**src/user_io_regs.svh**
```systemverilog
// Constants for the welding scanner user I/O block
// Functional notes
// - Diode supply follows diode switch input
// - Fault reset input clears latched fault
// - Fault opens fault output until reset
// - Scan start begins laser output when remote
// - Scan stop halts laser output when remote
// - Guide beam follows input edges
// - Control switching input closed selects remote
// - Start/stop honoured only in remote mode
// - Beam select n picks input unit n
// - Shutter input opens shutter, selects unused
// - Ready closed when diode on and ready
// - Diode-on output closed while diode supplied
// - Monitor end pulses 40 ms after output
// - Monitor normal pulses 40 ms in range
// - Monitor fault pulses 40 ms out of range
// - Acceptance output follows control switch; else ignore
// - Laser indicator closed while light emitted
// - Scan-possible and scanning outputs reflect state
// - Scan-possible open while scanning or card writing
`ifndef USER_IO_REGS_SVH
`define USER_IO_REGS_SVH
// ----------------------------------------
// Timing
// ----------------------------------------
`define CLK_HZ 25000000
`define PULSE_MS 40
`define PULSE_CYCLES ((`CLK_HZ / 1000) * `PULSE_MS)
`define DEBOUNCE_CYCLES 250
// ----------------------------------------
// Input vector bit positions
// ----------------------------------------
`define IN_DIODE 0
`define IN_RESET 1
`define IN_START 2
`define IN_STOP 3
`define IN_GUIDE 4
`define IN_REMOTE 5
`define IN_SHUTTER 6
`define IN_SEL1 7
`define IN_SEL2 8
`define IN_SEL3 9
`define IN_COUNT 10
`endif

```
**src/user_io_pkg.sv**
```systemverilog
// Types shared by the welding scanner user I/O block
package user_io_pkg;
  typedef struct packed {
    logic shutter_open;
    logic [2:0] beam_select;
    logic guide_beam;
  } beam_ctrl_t;
  typedef struct packed {
    logic monitor_end;
    logic monitor_normal;
    logic monitor_fault;
  } monitor_pulse_t;
  typedef enum logic [1:0] {
    SCAN_IDLE = 2'b00,
    SCAN_RUN = 2'b01
  } scan_state_t;
endpackage

```
**src/welding_scanner_user_io.sv**
```systemverilog
// Discrete user contact I/O logic of the welding scanner controller
`timescale 1ns/100ps
`include "user_io_regs.svh"
module welding_scanner_user_io #(
  parameter int PULSE_CYCLES = `PULSE_CYCLES,
  parameter int DEBOUNCE_CYCLES = `DEBOUNCE_CYCLES
) (
  input wire logic i_sys_clk,
  input wire logic i_rst_n,
  input wire logic i_clk_en,
  input wire logic [`IN_COUNT-1:0] i_contacts,
  input wire logic i_sw_remote,
  input wire logic i_shutter_mode,
  input wire logic i_laser_ready,
  input wire logic i_fault_event,
  input wire logic i_laser_emitting,
  input wire logic i_output_done,
  input wire logic i_energy_valid,
  input wire logic i_energy_in_range,
  input wire logic i_card_writing,
  input wire logic i_scan_done,
  output logic o_diode_supply,
  output logic o_ready,
  output logic o_diode_supplied_output,
  output logic o_fault_ok,
  output user_io_pkg::monitor_pulse_t o_monitor,
  output logic o_input_accept,
  output logic o_laser_indicator,
  output logic o_scanning,
  output logic o_scan_possible_output,
  output logic o_scan_start_pulse,
  output logic o_scan_stop_pulse,
  output user_io_pkg::beam_ctrl_t o_beam
);
  import user_io_pkg::*;

  // ----------------------------------------
  // Input conditioning
  // ----------------------------------------
  // Conditioned contact levels and their edges
  logic [`IN_COUNT-1:0] sync1_reg;
  logic [`IN_COUNT-1:0] sync2_reg;
  logic [`IN_COUNT-1:0] clean_reg;
  logic [`IN_COUNT-1:0] clean_prev_reg;
  logic [`IN_COUNT-1:0] rise;
  logic [`IN_COUNT-1:0] fall;

  // Two-stage synchroniser on every contact
  always_ff @(posedge i_sys_clk) begin
    if (!i_rst_n) begin
      sync1_reg <= '0;
      sync2_reg <= '0;
    end else if (i_clk_en) begin
      sync1_reg <= i_contacts;
      sync2_reg <= sync1_reg;
    end
  end

  // Per-input debounce: level must hold steady for the full count
  genvar gi;
  generate
    for (gi = 0; gi < `IN_COUNT; gi++) begin : g_deb
      logic [15:0] cnt_reg;
      always_ff @(posedge i_sys_clk) begin
        if (!i_rst_n) begin
          cnt_reg <= 16'h0000;
          clean_reg[gi] <= 1'b0;
        end else if (i_clk_en) begin
          if (sync2_reg[gi] == clean_reg[gi]) begin
            cnt_reg <= 16'h0000;
          end else if (cnt_reg >= 16'(DEBOUNCE_CYCLES - 1)) begin
            cnt_reg <= 16'h0000;
            clean_reg[gi] <= sync2_reg[gi];
          end else begin
            cnt_reg <= cnt_reg + 16'h0001;
          end
        end
      end
    end
  endgenerate

  // Previous clean level for edge decisions
  always_ff @(posedge i_sys_clk) begin
    if (!i_rst_n) begin
      clean_prev_reg <= '0;
    end else if (i_clk_en) begin
      clean_prev_reg <= clean_reg;
    end
  end

  // Edge flags from the clean levels
  assign rise = clean_reg & ~clean_prev_reg;
  assign fall = ~clean_reg & clean_prev_reg;

  // ----------------------------------------
  // Mode and command decoding
  // ----------------------------------------
  // Mode and command terms
  logic ext_ok;
  logic remote;
  logic start_cmd;
  logic stop_cmd;

  // Remote from the contact or the host; commands need remote
  assign ext_ok = clean_reg[`IN_REMOTE];
  assign remote = ext_ok | i_sw_remote;
  assign start_cmd = remote & rise[`IN_START];
  assign stop_cmd = remote & rise[`IN_STOP];

  // ----------------------------------------
  // Diode supply and fault latch
  // ----------------------------------------
  logic fault_reg;

  // Diode follows switch input while external inputs are accepted
  always_ff @(posedge i_sys_clk) begin
    if (!i_rst_n) begin
      o_diode_supply <= 1'b0;
    end else if (i_clk_en) begin
      if (ext_ok) begin
        o_diode_supply <= clean_reg[`IN_DIODE];
      end
    end
  end

  // Diode-on contact, one cycle behind the supply command
  always_ff @(posedge i_sys_clk) begin
    if (!i_rst_n) begin
      o_diode_supplied_output <= 1'b0;
    end else if (i_clk_en) begin
      o_diode_supplied_output <= o_diode_supply;
    end
  end

  // Ready contact: diode on and laser able to emit
  always_ff @(posedge i_sys_clk) begin
    if (!i_rst_n) begin
      o_ready <= 1'b0;
    end else if (i_clk_en) begin
      o_ready <= o_diode_supply & i_laser_ready;
    end
  end

  // Fault latch; a new fault wins over a reset in the same cycle
  always_ff @(posedge i_sys_clk) begin
    if (!i_rst_n) begin
      fault_reg <= 1'b0;
    end else if (i_clk_en) begin
      if (i_fault_event) begin
        fault_reg <= 1'b1;
      end else if (ext_ok && clean_reg[`IN_RESET]) begin
        fault_reg <= 1'b0;
      end
    end
  end

  // Fault contact opens on the event itself, not a cycle later
  always_ff @(posedge i_sys_clk) begin
    if (!i_rst_n) begin
      o_fault_ok <= 1'b0;
    end else if (i_clk_en) begin
      o_fault_ok <= ~(fault_reg | i_fault_event);
    end
  end

  // ----------------------------------------
  // Scan control
  // ----------------------------------------
  scan_state_t scan_reg;

  // Start enters run, stop or completion returns to idle
  always_ff @(posedge i_sys_clk) begin
    if (!i_rst_n) begin
      scan_reg <= SCAN_IDLE;
    end else if (i_clk_en) begin
      case (scan_reg)
        SCAN_IDLE: begin
          if (start_cmd && o_scan_possible_output) begin
            scan_reg <= SCAN_RUN;
          end
        end
        SCAN_RUN: begin
          if (stop_cmd) begin
            scan_reg <= SCAN_IDLE;
          end else if (i_scan_done) begin
            scan_reg <= SCAN_IDLE;
          end
        end
        default: scan_reg <= SCAN_IDLE;
      endcase
    end
  end

  // One-cycle strobes for a scan started or stopped by input
  always_ff @(posedge i_sys_clk) begin
    if (!i_rst_n) begin
      o_scan_start_pulse <= 1'b0;
      o_scan_stop_pulse <= 1'b0;
    end else if (i_clk_en) begin
      o_scan_start_pulse <= (scan_reg == SCAN_IDLE) & start_cmd
                            & o_scan_possible_output;
      o_scan_stop_pulse <= (scan_reg == SCAN_RUN) & stop_cmd;
    end
  end

  // ----------------------------------------
  // Status contacts
  // ----------------------------------------
  // Scanning contact closed for the whole scan
  always_ff @(posedge i_sys_clk) begin
    if (!i_rst_n) begin
      o_scanning <= 1'b0;
    end else if (i_clk_en) begin
      o_scanning <= (scan_reg == SCAN_RUN);
    end
  end

  // Scan possible only when ready, idle, no card write and no fault
  always_ff @(posedge i_sys_clk) begin
    if (!i_rst_n) begin
      o_scan_possible_output <= 1'b0;
    end else if (i_clk_en) begin
      o_scan_possible_output <= o_ready & (scan_reg == SCAN_IDLE)
                                & ~i_card_writing & ~fault_reg;
    end
  end

  // Acceptance contact mirrors the control switching input
  always_ff @(posedge i_sys_clk) begin
    if (!i_rst_n) begin
      o_input_accept <= 1'b0;
    end else if (i_clk_en) begin
      o_input_accept <= ext_ok;
    end
  end

  // Laser indicator copy, for display only
  always_ff @(posedge i_sys_clk) begin
    if (!i_rst_n) begin
      o_laser_indicator <= 1'b0;
    end else if (i_clk_en) begin
      o_laser_indicator <= i_laser_emitting;
    end
  end

  // ----------------------------------------
  // Beam controls
  // ----------------------------------------
  // Guide on edges; shutter or select by configuration
  always_ff @(posedge i_sys_clk) begin
    if (!i_rst_n) begin
      o_beam <= '0;
    end else if (i_clk_en) begin
      if (ext_ok && rise[`IN_GUIDE]) begin
        o_beam.guide_beam <= 1'b1;
      end else if (ext_ok && fall[`IN_GUIDE]) begin
        o_beam.guide_beam <= 1'b0;
      end
      if (ext_ok) begin
        if (i_shutter_mode) begin
          o_beam.shutter_open <= clean_reg[`IN_SHUTTER];
          o_beam.beam_select <= 3'h0;
        end else begin
          o_beam.shutter_open <= 1'b0;
          o_beam.beam_select <= clean_reg[`IN_SEL3:`IN_SEL1];
        end
      end
    end
  end

  // ----------------------------------------
  // Monitor pulses, 40 ms each, retriggerable
  // ----------------------------------------
  // Monitor triggers and pulse levels
  logic [2:0] trig;
  logic [2:0] pulse_q;
  // One trigger per monitor contact
  assign trig = {i_output_done,
                 i_energy_valid & i_energy_in_range,
                 i_energy_valid & ~i_energy_in_range};

  generate
    for (gi = 0; gi < 3; gi++) begin : g_mon
      logic [23:0] pcnt_reg;
      always_ff @(posedge i_sys_clk) begin
        if (!i_rst_n) begin
          pcnt_reg <= 24'h000000;
          pulse_q[gi] <= 1'b0;
        end else if (i_clk_en) begin
          if (trig[gi]) begin
            pcnt_reg <= 24'(PULSE_CYCLES - 1);
            pulse_q[gi] <= 1'b1;
          end else if (pcnt_reg != 24'h000000) begin
            pcnt_reg <= pcnt_reg - 24'h000001;
          end else begin
            pulse_q[gi] <= 1'b0;
          end
        end
      end
    end
  endgenerate

  // ----------------------------------------
  // Monitor contacts
  // ----------------------------------------
  // Pulse flops drive the contacts directly
  assign o_monitor = {pulse_q[2], pulse_q[1], pulse_q[0]};
endmodule // welding_scanner_user_io

```
**config.mk**
```make
export PLATFORM = sky130hd
export DESIGN_NAME = welding_scanner_user_io
export DESIGN_NICKNAME = d
export VERILOG_FILES = /design/src/user_io_pkg.sv /design/src/welding_scanner_user_io.sv
export VERILOG_INCLUDE_DIRS = /design/src
export SDC_FILE = /design/constraint.sdc
export NUM_CORES = 1
export LEC_CHECK = 0
export ABC_AREA = 1
export ABC_CLOCK_PERIOD_IN_PS = 2600
export BUFFER_PORTS_ARGS = -buffer_cell sky130_fd_sc_hd__buf_2
export CORE_MARGIN = 3
export CORE_UTILIZATION = 25
export DETAILED_ROUTE_END_ITERATION = 16
export PLACE_DENSITY = 0.44
export SYNTH_ARGS = -nofsm -noshare
export SYNTH_HDL_FRONTEND = slang
export SYNTH_SLANG_ARGS = --single-unit
```
**constraint.sdc**
```tcl
create_clock -name i_sys_clk -period 2.6 [get_ports i_sys_clk]
set_input_delay 0.52 -clock i_sys_clk [delete_from_list [all_inputs] [get_ports i_sys_clk]]
set_output_delay 0.52 -clock i_sys_clk [all_outputs]
set_load 0.005 [all_outputs]
```
Word level (Yosys, flattened, before mapping)
Cells that the tools add are included.
{"block": "op_classes", "addsub": 13, "mul": 0, "n_div": 0, "n_lt_le_gt_ge": 10, "eq_ne": 16, "n_shift": 0, "n_mux": 41, "n_bitwise": 31, "n_reduce_logical": 33}
{"cell": "16-bit 2-to-1 mux", "count": 20}
{"cell": "16-bit by 1-bit adder with 16-bit output (second input constant)", "count": 10}
{"cell": "16-bit by 8-bit >= comparator with 1-bit output (second input constant)", "count": 10}
{"cell": "24-bit 2-to-1 mux", "count": 6}
{"cell": "24-bit nonzero test", "count": 3}
{"cell": "24-bit by 1-bit subtractor with 24-bit output (second input constant)", "count": 3}
{"cell": "3-bit AND reduction", "count": 11}
{"cell": "2-bit AND reduction", "count": 9}
{"cell": "1-bit inverter", "count": 14}
{"cell": "1-bit AND", "count": 11}
{"cell": "5-bit AND", "count": 2}
{"cell": "1-bit equality test", "count": 10}
{"cell": "1-bit 2-to-1 mux", "count": 10}
{"cell": "5-bit inverter", "count": 2}
{"cell": "2-bit nonzero test", "count": 5}
{"cell": "2-bit != test (second input constant)", "count": 4}
{"cell": "2-bit 2-to-1 mux", "count": 3}
{"cell": "1-bit logical AND", "count": 4}
{"cell": "4-bit 2-to-1 mux", "count": 1}
{"cell": "2-bit one-hot mux with 2 select lines", "count": 1}
{"cell": "3-bit != test (second input constant)", "count": 1}
{"cell": "2-bit by 1-bit equality test with 1-bit output (second input constant)", "count": 1}
{"cell": "2-bit logical NOT", "count": 1}
{"cell": "1-bit bitwise OR", "count": 2}
{"block": "totals", "register_bits": 288, "latch_bits": 0, "ramBits": 0, "rom_bits": 0, "input_bits": 23, "word_cells": 188, "mem_count": 0}

Depth between registers and ports, before layout
Gate-level depths: netlist (run 1).
{"block": "logic_depth", "ltp_word": 6, "ltp_mapped": 11, "depth_no_buf": 11}

Worst setup path after synthesis (run 1)
No wires, ideal clock.
{"block": "synth_path", "path_kind": "input to register", "from": "in i_clk_en", "to": "reg g_mon[1].pcnt_reg[7]", "setup_ps": 70, "t_arrival_ps": 1491, "path_slack_ps": 1039, "cell_stages": 8, "path_cell_list": "buf_4 -> inv_2 -> nor3_4 -> inv_2 -> nand2_4 -> buf_6 -> nand3_1 -> a21oi_1"}
{"block": "synth_between", "elab_chain_len": 1}
{"element": "from (decl)", "line": "welding_scanner_user_io.sv:10", "rtl": "input wire logic i_clk_en,"}
{"element": "2-bit AND reduction (no line)"}
{"element": "to (signal assigned)", "line": "welding_scanner_user_io.sv:291", "rtl": "pcnt_reg <= 24'(PULSE_CYCLES - 1);"}
{"element": "to (signal assigned)", "line": "welding_scanner_user_io.sv:294", "rtl": "pcnt_reg <= pcnt_reg - 24'h000001;"}
{"element": "to (decl)", "line": "welding_scanner_user_io.sv:284", "rtl": "logic [23:0] pcnt_reg;"}
Every way passes these cells.
A chain may end at the register's enable or synchronous reset.

Worst setup path in the final report (run 1)
{"block": "layout_path", "from": "reg g_mon[2].pcnt_reg[0]", "to": "reg g_mon[2].pcnt_reg[17]"}
{"block": "layout_between", "elab_chain_len": 3, "word_cells_on_any_way": 6}
{"element": "from (decl)", "line": "welding_scanner_user_io.sv:284"}
{"element": "from (signal assigned)", "line": "welding_scanner_user_io.sv:291"}
{"element": "from (signal assigned)", "line": "welding_scanner_user_io.sv:294"}
{"element": "24-bit by 1-bit subtractor with 24-bit output or 24-bit nonzero test (tied branches)", "line": "welding_scanner_user_io.sv:294, welding_scanner_user_io.sv:293"}
{"element": "24-bit 2-to-1 mux or 2-bit nonzero test (tied branches)"}
{"element": "24-bit 2-to-1 mux or 2-bit AND reduction (tied branches)"}
Parallel ways exist; a longest one is shown, timed or not. The select of a mux whose other input is x is not followed.

==> flow_metrics.env, run 1 <==
export IMPL_status="finished, final reports clean"
export IMPL_initial_core_util_pct=25.5
export IMPL_finalCritPeriodShare_pct=74.1
export IMPL_cts_resized_gates=0
export IMPL_rows=84
export IMPL_async_reset_ff_share_pct=0
export IMPL_syn_inst=1932
export IMPL_cts_hold_buffers_added=0
export IMPL_p_seq_share_pct=40.6
export IMPL_synth_nets=1991
export IMPL_areaGrowthSynthToFinish_pct=15.3
export IMPL_pre_cts_ws_ns=0.524
export IMPL_synth_area_sq_mm=0.0136
export IMPL_fin_nets=2018
export IMPL_viasPerCell=4.43
export IMPL_path_cells="inv_1, ha_1, nand2_1, nor2_2, nand4_4, nand2_4, inv_2, nand2_1, a21oi_1"
export IMPL_critPathKind="reg -> reg"
export IMPL_h_tree_depth=2
export IMPL_path_clk_slew_ns=0.06
export IMPL_core_area_sq_mm=0.0532
export IMPL_intPower_mw=8.19
export IMPL_antenna_left=0
export IMPL_p_per_area_mw_per_mm2=747
export IMPL_critPathRequiredTime_ns=3.01
export IMPL_setup_viol=0
export IMPL_cp_end_kind="register"
export IMPL_clkPwrFrac_pct=41.9
export IMPL_gp_congestion=0.806
export IMPL_routedWlPerCell_um=12.6
export IMPL_drt_iter0_drc=509
export IMPL_power_frac_comb_pct=17.6
export IMPL_layout_common_cells="nand2_1 (414), nor2_1 (298), dfxtp_1 (285), inv_1 (208), a21oi_1 (143)"
export IMPL_first_pass_iters=5
export IMPL_detailed_place_hpwl_um=22800
export IMPL_vias=11800
export IMPL_fin_crit_ns=1.93
export IMPL_path_buf_inv=2
export IMPL_critical_path_slowest_cell="dfxtp_1"
export IMPL_ir_drop_mv=0.448
export IMPL_largest_reg_flops=160
export IMPL_die_height_um=239
export IMPL_grt_max_degree=68
export IMPL_p_leak_nw=6.20
export IMPL_cpLargestDelayFamily="simple AND/OR/NAND/NOR gates"
export IMPL_grt_usage_pct=11.9
export IMPL_clkLatencyLatePin_ns=0.54
export IMPL_synthFlopType="dfxtp_1"
export IMPL_skew_ns=0.0234
export IMPL_hold_viol=0
export IMPL_rsz0062_at_grt="no"
export IMPL_cts_setup_buffers=0
export IMPL_grt_remaining_overflow=0
export IMPL_cpMostUsedCell="nand2_1"
export IMPL_clockBufferDepth=3
export IMPL_fin_ws_ns=0.674
export IMPL_numClockSinks=285
export IMPL_ys_seq_area_share_pct=42.0
export IMPL_antennaDiodeCount=0
export IMPL_grt_pass1_vias=11300
export IMPL_portBuffers=40
export IMPL_min_path_type="in -> reg"
export IMPL_mostFrequentLayoutCell="nand2_1"
export IMPL_antenna_found_initial=0
export IMPL_tightest_slew_ns=0.678
export IMPL_ys_ff_latch=285
export IMPL_relSlewSlack_pct=54.8
export IMPL_p_sw_mw=3.50
export IMPL_worstPathMaxFanout=17
export IMPL_setup_tns_final_ns=0
export IMPL_dieArea_sq_mm=0.0572
export IMPL_cpPeakStageDelay_ns=0.34
export IMPL_wirelength_um=33600
export IMPL_grt_pass1_wl_um=56600
export IMPL_io_pins=41
export IMPL_cts_tree="built"
export IMPL_start_kind="register"
export IMPL_root_buffer="clkbuf_16"
export IMPL_post_route_cells_drive_above_1_share_pct=8.84
export IMPL_cap_viol_max_count=0
export IMPL_max_freq_ghz=0.519
export IMPL_cts_made_buffers=35
export IMPL_synth_edf_count=0
export IMPL_drv_slew=0
export IMPL_drc=0
export IMPL_p_sw_share_pct=30.0
export IMPL_avgSynthCellArea_sq_um=7.03
export IMPL_synth_cell_types=49
export IMPL_dieWidth_um=239
export IMPL_yosysWarnings=0
export IMPL_worstPathArrival_ns=2.34
[synth_stat cells, types with 10 or more instances]
library cell / number / area [sq um]
nand2_1: 414 / 1550
clkbuf_1: 37 / 139
xor2_1: 21 / 184
a21oi_2: 10 / 87.6
a21oi_1: 143 / 716
nor3_1: 92 / 460
buf_2: 14 / 70.1
nor2_1: 298 / 1120
dfxtp_1: 285 / 5710
xnor2_1: 21 / 184
o21ai_0: 72 / 360
nor2_2: 20 / 125
nand4_1: 45 / 282
inv_1: 208 / 781
ha_1: 36 / 450
nand3_1: 110 / 551
[final timing paths]
kind	startpoint	endpoint	slack, ns	cells after the start
setup reg to reg	g_mon[2].pcnt_reg[0]	g_mon[2].pcnt_reg[17]	0.67	9
hold reg to reg	g_deb[7].cnt_reg[13]	g_deb[7].cnt_reg[13]	0.44	2
setup / recovery	g_mon[2].pcnt_reg[0]	g_mon[2].pcnt_reg[17]	0.67	9
hold / removal	i_contacts[8]	sync1_reg[8]	0.21	3
[area by class of cell]
| cell class | count | area [sq um] |
|---|---|---|
| Timing Repair Buffer | 58 | 404 |
| Clock inverter | 12 | 158 |
| Sequential cell | 285 | 5710 |
| Fill cell | 5800 | 37500 |
| Multi-Input combinational cell | 1362 | 6720 |
| Clock buffer | 46 | 987 |
| Tap cell | 688 | 861 |
| Inverter | 217 | 822 |
[cells by family after synthesis]
kind of cell             share of synthesized area (%)
AO/OA/AOI/OAI                                     10.4
XOR/XNOR                                          2.71
flip-flops                                        42.0
adder cells (fa/ha/maj)                           3.32
AND/OR/NAND/NOR                                   33.1
buffers and inverters                             8.53
[routing by layer]
metal	up-vias	wire length, um	share of wire [%]	GRT usage, %
met5	-	0	0	0
met4	0	727	2.2	3.43
met3	44	1070	3.2	2.34
met2	116	14900	44	19.3
met1	5400	16900	50	16.1
li1	6267	-	-	-
[power by group through the flow]
stage / sequential [mW] / combinational, mW / clock [mW]
after detailed placement: 4.84 / 2.07 / 0
final: 4.75 / 2.05 / 4.90
after floorplan: 4.78 / 1.64 / 0
after global routing: 4.77 / 2.38 / 5.28
after global placement: 4.84 / 2.06 / 0
after CTS: 4.74 / 2.08 / 5.12
[stage by stage]
| stage | util (%) | power, mW | std cells | hold WS, ns | instance area, sq um |
|---|---|---|---|---|---|
| 5_1_grt | 29.4 | 12.4 | 2668 | 0.215 | 15700 |
| 3_5_place_dp | 27.3 | 6.91 | 2610 | 0.428 | 14500 |
| 3_3_place_gp | 27.3 | 6.90 | 2610 | 0.427 | 14500 |
| 4_1_cts | 29.4 | 11.9 | 2668 | 0.170 | 15700 |
| 6_report | 29.4 | 11.7 | 2668 | 0.213 | 15700 |
| 2_1_floorplan | - | 6.42 | 1932 | 0.418 | 13600 |
[tightest hold or removal path, delay by kind of cell]
family | cells | cell delay, ns
simple gates | 2 | 0.12
buf+inv | 1 | 0.08
Note: power is estimated with default switching activity, not from simulation.
==> run 2: changes to the inputs <==
ABC_AREA = 0   (was 1)
ABC_CLOCK_PERIOD_IN_PS = 1650   (was 2600)
PLACE_DENSITY = 0.45   (was 0.44)
clock period = 1.65 ns   (was 2.6 ns; I/O delays follow)
==> flow_metrics.env, run 2 <==
export IMPL_status="finished, violations left"
export IMPL_violations="setup timing"
export IMPL_numClockSinks=285
export IMPL_clkLatencyLatePin_ns=0.53
export IMPL_critPathRequiredTime_ns=2.05
export IMPL_dieWidth_um=230
export IMPL_vias=11600
export IMPL_h_tree_depth=2
export IMPL_fin_nets=1864
export IMPL_synth_most_common_cell="dfxtp_1"
export IMPL_drt_iter0_drc=445
export IMPL_min_path_type="in -> reg"
export IMPL_layout_common_cells="buf_4 (276), dfxtp_1 (245), nor2_1 (136), nand2_1 (112), a21oi_1 (67)"
export IMPL_wirelength_um=35600
export IMPL_cp_end_kind="register"
export IMPL_final_cell_area_sq_mm=0.0192
export IMPL_worstPathArrival_ns=2.59
export IMPL_synthFlopType="dfxtp_1"
export IMPL_use_met3_pct=2.13
export IMPL_first_pass_iters=4
export IMPL_grtUsageMet2_pct=21.7
export IMPL_rows=81
export IMPL_synth_cell_types=65
export IMPL_setup_tns_final_ns=-25.80
export IMPL_routedWlPerCell_um=14.3
export IMPL_avgSynthCellArea_sq_um=8.66
export IMPL_clockBufferDepth=3
export IMPL_rsz0062_at_grt="yes"
export IMPL_cts_made_buffers=36
export IMPL_antennaDiodeCount=0
export IMPL_portBuffers=40
export IMPL_mostFrequentLayoutCell="buf_4"
export IMPL_grt_remaining_overflow=0
export IMPL_yosysWarnings=0
export IMPL_p_per_area_mw_per_mm2=1110
export IMPL_start_kind="register"
export IMPL_antenna_found_initial=0
export IMPL_skew_ns=0.0153
export IMPL_p_sw_mw=5.88
export IMPL_ir_drop_mv=0.508
export IMPL_antenna_left=0
export IMPL_drv_slew=0
export IMPL_cts_tree="built"
export IMPL_synth_area_leaders="dfxtp_1 (45%), nor2_1 (4.5%), ha_1 (3.6%), nand2_1 (3.5%), a21oi_1 (3.3%)"
export IMPL_fin_crit_ns=2.20
export IMPL_path_cells="or4_4, or2_4, buf_6, nor4_4, buf_6, buf_6, or4_1, nand3_1"
export IMPL_cpPeakStageDelay_ns=0.53
export IMPL_gp_congestion=0.782
export IMPL_clkPwrFrac_pct=39.5
export IMPL_r2r_start="g_mon[0].pcnt_reg[8]"
export IMPL_worstPathMaxFanout=8
export IMPL_path_clk_slew_ns=0.06
export IMPL_dpl_instance_area_sq_mm=0.0163
export IMPL_grt_pass1_vias=11500
export IMPL_post_route_cells_drive_above_1_share_pct=40.7
export IMPL_synth_nets=1509
export IMPL_instances_no_fill=2494
export IMPL_largest_reg_flops=160
export IMPL_initial_core_util_pct=25.5
export IMPL_hold_viol=0
export IMPL_grt_usage_pct=13.2
export IMPL_detailed_place_hpwl_um=24100
export IMPL_p_seq_share_pct=34.8
export IMPL_die_height_um=230
export IMPL_min_delay_start="i_laser_emitting"
export IMPL_async_reset_ff_share_pct=0
export IMPL_relSlewSlack_pct=68.3
export IMPL_cap_viol_max_count=0
export IMPL_path_buf_inv=3
export IMPL_synthTopCellsByCount="dfxtp_1 (285), nor2_1 (151), nand2_1 (118)"
export IMPL_grt_pass1_wl_um=58100
export IMPL_dieArea_sq_mm=0.0529
export IMPL_core_area_sq_mm=0.0493
export IMPL_cpLargestDelayFamily="simple AND/OR/NAND/NOR gates"
export IMPL_yosysTopAreaCell="dfxtp_1"
export IMPL_power_frac_comb_pct=25.7
export IMPL_cpMostUsedCell="buf_6"
export IMPL_num_fill_cells=4963
export IMPL_p_sw_share_pct=27.6
export IMPL_register_area_sq_mm=0.00577
export IMPL_tightest_slew_ns=0.471
export IMPL_grt_use_met1_pct=17.8
export IMPL_synth_top_area_share_pct=45.4
export IMPL_synth_edf_count=0
export IMPL_setup_viol=99
export IMPL_placed_cells=2386
export IMPL_viasPerCell=4.66
export IMPL_io_pins=41
export IMPL_critPathKind="reg -> reg"
export IMPL_finalCritPeriodShare_pct=133
export IMPL_areaGrowthSynthToFinish_pct=52.9
export IMPL_syn_inst=1450
export IMPL_intPower_mw=15.4
export IMPL_ys_seq_area_share_pct=45.4
export IMPL_drc=0
export IMPL_multi_input_area_sq_mm=0.00800
export IMPL_grt_busiest_layer="met2"
export IMPL_startpoint="g_mon[0].pcnt_reg[8]"
export IMPL_grt_max_degree=49
export IMPL_ys_ff_latch=285
export IMPL_p_leak_nw=7.75
export IMPL_critical_path_slowest_cell="or4_4"
export IMPL_root_buffer="clkbuf_16"
export IMPL_max_freq_ghz=0.455
export IMPL_synth_area_sq_mm=0.0126
export IMPL_fin_ws_ns=-0.546
## run 2: what timing repair did
item                                    CTS  global route
pin swaps                                88           122
gates resized for setup                 140           193
hold buffers                              0             0
buffers inserted                         27            20
endpoints found under the setup margin  167           203
cloned                                    2             1
## run 2: worst reg2reg max path: stages (launching register included)
cell and delay, ns:
dfxtp_2 0.32, or4_4 0.53, or2_4 0.29, buf_6 0.13
nor4_4 0.32, buf_6 0.20, buf_6 0.11, or4_1 0.10
nand3_1 0.07
## run 2: cell type report
cell class | count | area share, %
multi-input cells | 1049 | 41.7
flip-flops and latches | 285 | 30.1
repair buffers | 377 | 16.1
clock buffers | 50 | 5.44
well taps | 664 | 4.33
inverters | 56 | 1.20
clock inverters | 13 | 1.15
## run 2: logic make-up (layout without fill, tap and decap cells)
group | Yosys count | in the layout | synth area share (%)
DFF | 285 | 285 | 45.4
xor gates and xnor gates | 55 | 55 | 3.84
AOI/OAI and AO/OA | 283 | 285 | 14.0
buffers and inverters | 118 | 496 | 3.66
muxes | 40 | 40 | 3.22
adders and majority gates | 36 | 36 | 3.59
and+or+nand+nor | 633 | 633 | 26.2
## run 2: worst paths after layout
check	endpoint	slack, ns	cells after the start
min	o_laser_indicator	0.04	3
max reg2reg	g_mon[0].pcnt_reg[2]	-0.55	8
max	g_mon[0].pcnt_reg[2]	-0.55	8
min reg2reg	g_deb[2].cnt_reg[14]	0.43	2
## run 2: per-layer routing
| layer | vias to the layer above | share of wire, % |
|---|---|---|
| li1 | 5909 | - |
| met1 | 5547 | 49 |
| met2 | 114 | 46 |
| met3 | 43 | 2.7 |
| met4 | 0 | 1.8 |
| met5 | - | 0 |
## run 2: power by group through the flow
stage                     registers [mW]  clock network [mW]  logic (mW)
after global placement              7.55                   0        4.14
after global routing                7.46                9.01        5.94
final                               7.43                8.42        5.47
after floorplan                     7.58                   0        2.24
after detailed placement            7.55                   0        4.19
after CTS                           7.42                8.74        4.88
## run 2: per-stage QoR
| stage | power [mW] | hold slack, ns | utilization [%] | setup slack [ns] |
|---|---|---|---|---|
| finish | 21.3 | 0.0405 | 39.0 | -0.546 |
| global route | 22.4 | 0.0374 | 39.0 | -0.617 |
| CTS | 21.0 | 0.00301 | 37.2 | -0.541 |
| detailed placement | 11.7 | 0.419 | 33.0 | -0.590 |
| global placement | 11.7 | 0.415 | 33.0 | -0.589 |
| floorplan | 9.82 | 0.408 | - | -0.547 |
==> run 3: changes to the inputs <==
ABC_CLOCK_PERIOD_IN_PS = 2100   (was 1650)
PLACE_DENSITY = 0.44   (was 0.45)
clock period = 2.1 ns   (was 1.65 ns; I/O delays follow)
==> flow_metrics.env, run 3 (synthesis results as in run 2) <==
export IMPL_pre_cts_ws_ns=-0.166
export IMPL_fin_ws_ns=-0.0997
export IMPL_p_sw_mw=4.10
export IMPL_violations="setup timing"
export IMPL_grt_pass1_vias=10300
export IMPL_total_power_mw=14.8
export IMPL_largest_reg_flops=160
export IMPL_cts_hold_buffers_added=0
export IMPL_cp_end_kind="register"
export IMPL_critPathRequiredTime_ns=2.51
export IMPL_p_per_area_mw_per_mm2=906
export IMPL_setup_viol=16
export IMPL_relSlewSlack_pct=56.7
export IMPL_status="finished, violations left"
export IMPL_grt_usage_pct=11.8
export IMPL_routedWlPerCell_um=13.8
export IMPL_path_clk_slew_ns=0.06
export IMPL_initial_core_util_pct=25.5
export IMPL_path_cells="or3_4, or4_4, buf_6, buf_6, or3_4, a21oi_2, a211oi_1"
export IMPL_ir_drop_mv=0.447
export IMPL_critPathKind="reg -> reg"
export IMPL_layout_common_cells="dfxtp_1 (274), buf_4 (155), nor2_1 (148), nand2_1 (118), a21oi_1 (72)"
export IMPL_worstPathArrival_ns=2.61
export IMPL_rows=81
export IMPL_intPower_mw=10.7
export IMPL_fin_nets=1697
export IMPL_p_seq_share_pct=39.5
export IMPL_dieArea_sq_mm=0.0529
export IMPL_rsz0062_at_grt="yes"
export IMPL_wirelength_um=32100
export IMPL_skew_ns=0.0203
export IMPL_power_frac_comb_pct=20.0
export IMPL_drt_iter0_drc=512
export IMPL_areaGrowthSynthToFinish_pct=30.1
export IMPL_first_pass_iters=5
export IMPL_p_leak_nw=6.34
export IMPL_final_util_pct=33.2
export IMPL_tightest_slew_ns=0.645
export IMPL_mostFrequentLayoutCell="dfxtp_1"
export IMPL_cts_made_buffers=35
export IMPL_die_height_um=230
export IMPL_root_buffer="clkbuf_16"
export IMPL_clkLatencyLatePin_ns=0.54
export IMPL_antennaDiodeCount=0
export IMPL_viasPerCell=4.66
export IMPL_detailed_place_hpwl_um=22300
export IMPL_drc=0
export IMPL_start_kind="register"
export IMPL_grt_max_degree=43
export IMPL_grt_pass1_wl_um=52400
export IMPL_num_fill_cells=5185
export IMPL_clockBufferDepth=3
export IMPL_numClockSinks=285
export IMPL_fin_crit_ns=2.20
export IMPL_hold_viol=0
export IMPL_cts_tree="built"
export IMPL_worstPathMaxFanout=5
export IMPL_dpl_instance_area_sq_mm=0.0147
export IMPL_antenna_found_initial=1
export IMPL_grt_remaining_overflow=0
export IMPL_critical_path_slowest_cell="or4_4"
export IMPL_vias=10900
export IMPL_p_sw_share_pct=27.7
export IMPL_cpPeakStageDelay_ns=0.56
export IMPL_drv_slew=0
export IMPL_gp_congestion=0.767
export IMPL_antenna_left=0
export IMPL_core_area_sq_mm=0.0493
export IMPL_portBuffers=40
export IMPL_final_cell_area_sq_mm=0.0163
export IMPL_h_tree_depth=2
export IMPL_fin_hold_ws_ns=0.127
export IMPL_io_pins=41
export IMPL_min_path_type="in -> reg"
export IMPL_finalCritPeriodShare_pct=105
export IMPL_cap_viol_max_count=0
export IMPL_dieWidth_um=230
export IMPL_post_route_cells_drive_above_1_share_pct=23.1
export IMPL_max_freq_ghz=0.455
export IMPL_clkPwrFrac_pct=40.5
-- run 3: path summary, 6_finish.rpt --
check,end,cells after the start,slack [ns],start
hold / removal,sync1_reg[5],3,0.13,i_contacts[5]
setup reg to reg,g_mon[2].pcnt_reg[1],7,-0.1,g_mon[2].pcnt_reg[12]
setup / recovery,g_mon[2].pcnt_reg[1],7,-0.1,g_mon[2].pcnt_reg[12]
hold reg to reg,g_deb[5].cnt_reg[10],2,0.42,g_deb[5].cnt_reg[10]
-- run 3: power by group through the flow --
stage          clock network [mW]  registers, mW  logic, mW
4_1_cts                      6.28           5.83       2.75
2_1_floorplan                   0           5.93       1.48
6_report                     6.00           5.84       2.96
5_1_grt                      6.45           5.87       3.24
3_5_place_dp                    0           5.94       2.57
3_3_place_gp                    0           5.94       2.56
-- run 3: per-stage QoR --
step | instances | TNS [ns]
6_report | 2329 | -0.652
4_1_cts | 2322 | -0.309
3_5_place_dp | 2255 | -2.28
3_3_place_gp | 2255 | -1.84
5_1_grt | 2329 | -2.68
2_1_floorplan | 1450 | -0.416
-- run 3: routing by layer --
| layer | vias to the layer above | share of wire (%) | GRT usage (%) | wire length (um) |
|---|---|---|---|---|
| li1 | 5557 | - | - | - |
| met1 | 5116 | 51 | 16.4 | 16300 |
| met2 | 134 | 44 | 18.6 | 14000 |
| met3 | 52 | 3.4 | 2.02 | 1090 |
| met4 | 0 | 2.2 | 3.60 | 690 |
| met5 | - | 0 | 0 | 0 |
-- run 3: critical path, delay by kind of cell, from the launching register on --
kind	cells	cell delay [ns]
buf+inv	2	0.27
simple gates	3	1.32
flops	1	0.31
compound gates	2	0.17
-- run 3: repair_timing --
action | CTS | global route
cloned | 0 | 1
pin swaps | 13 | 50
setup endpoints to repair | 26 | 71
hold endpoints to repair | 0 | 0
setup buffers | 3 | 6
resized for setup | 31 | 81
-- run 3: area by class of cell --
cell class / count / area, sq um / area share (%)
clock inverters: 19 / 170 / 1.04
clock buffers: 45 / 985 / 6.03
flip-flops and latches: 285 / 5720 / 35.0
multi-input cells: 1047 / 6810 / 41.7
repair buffers: 213 / 1610 / 9.86
well taps: 664 / 831 / 5.09
inverters: 56 / 213 / 1.30
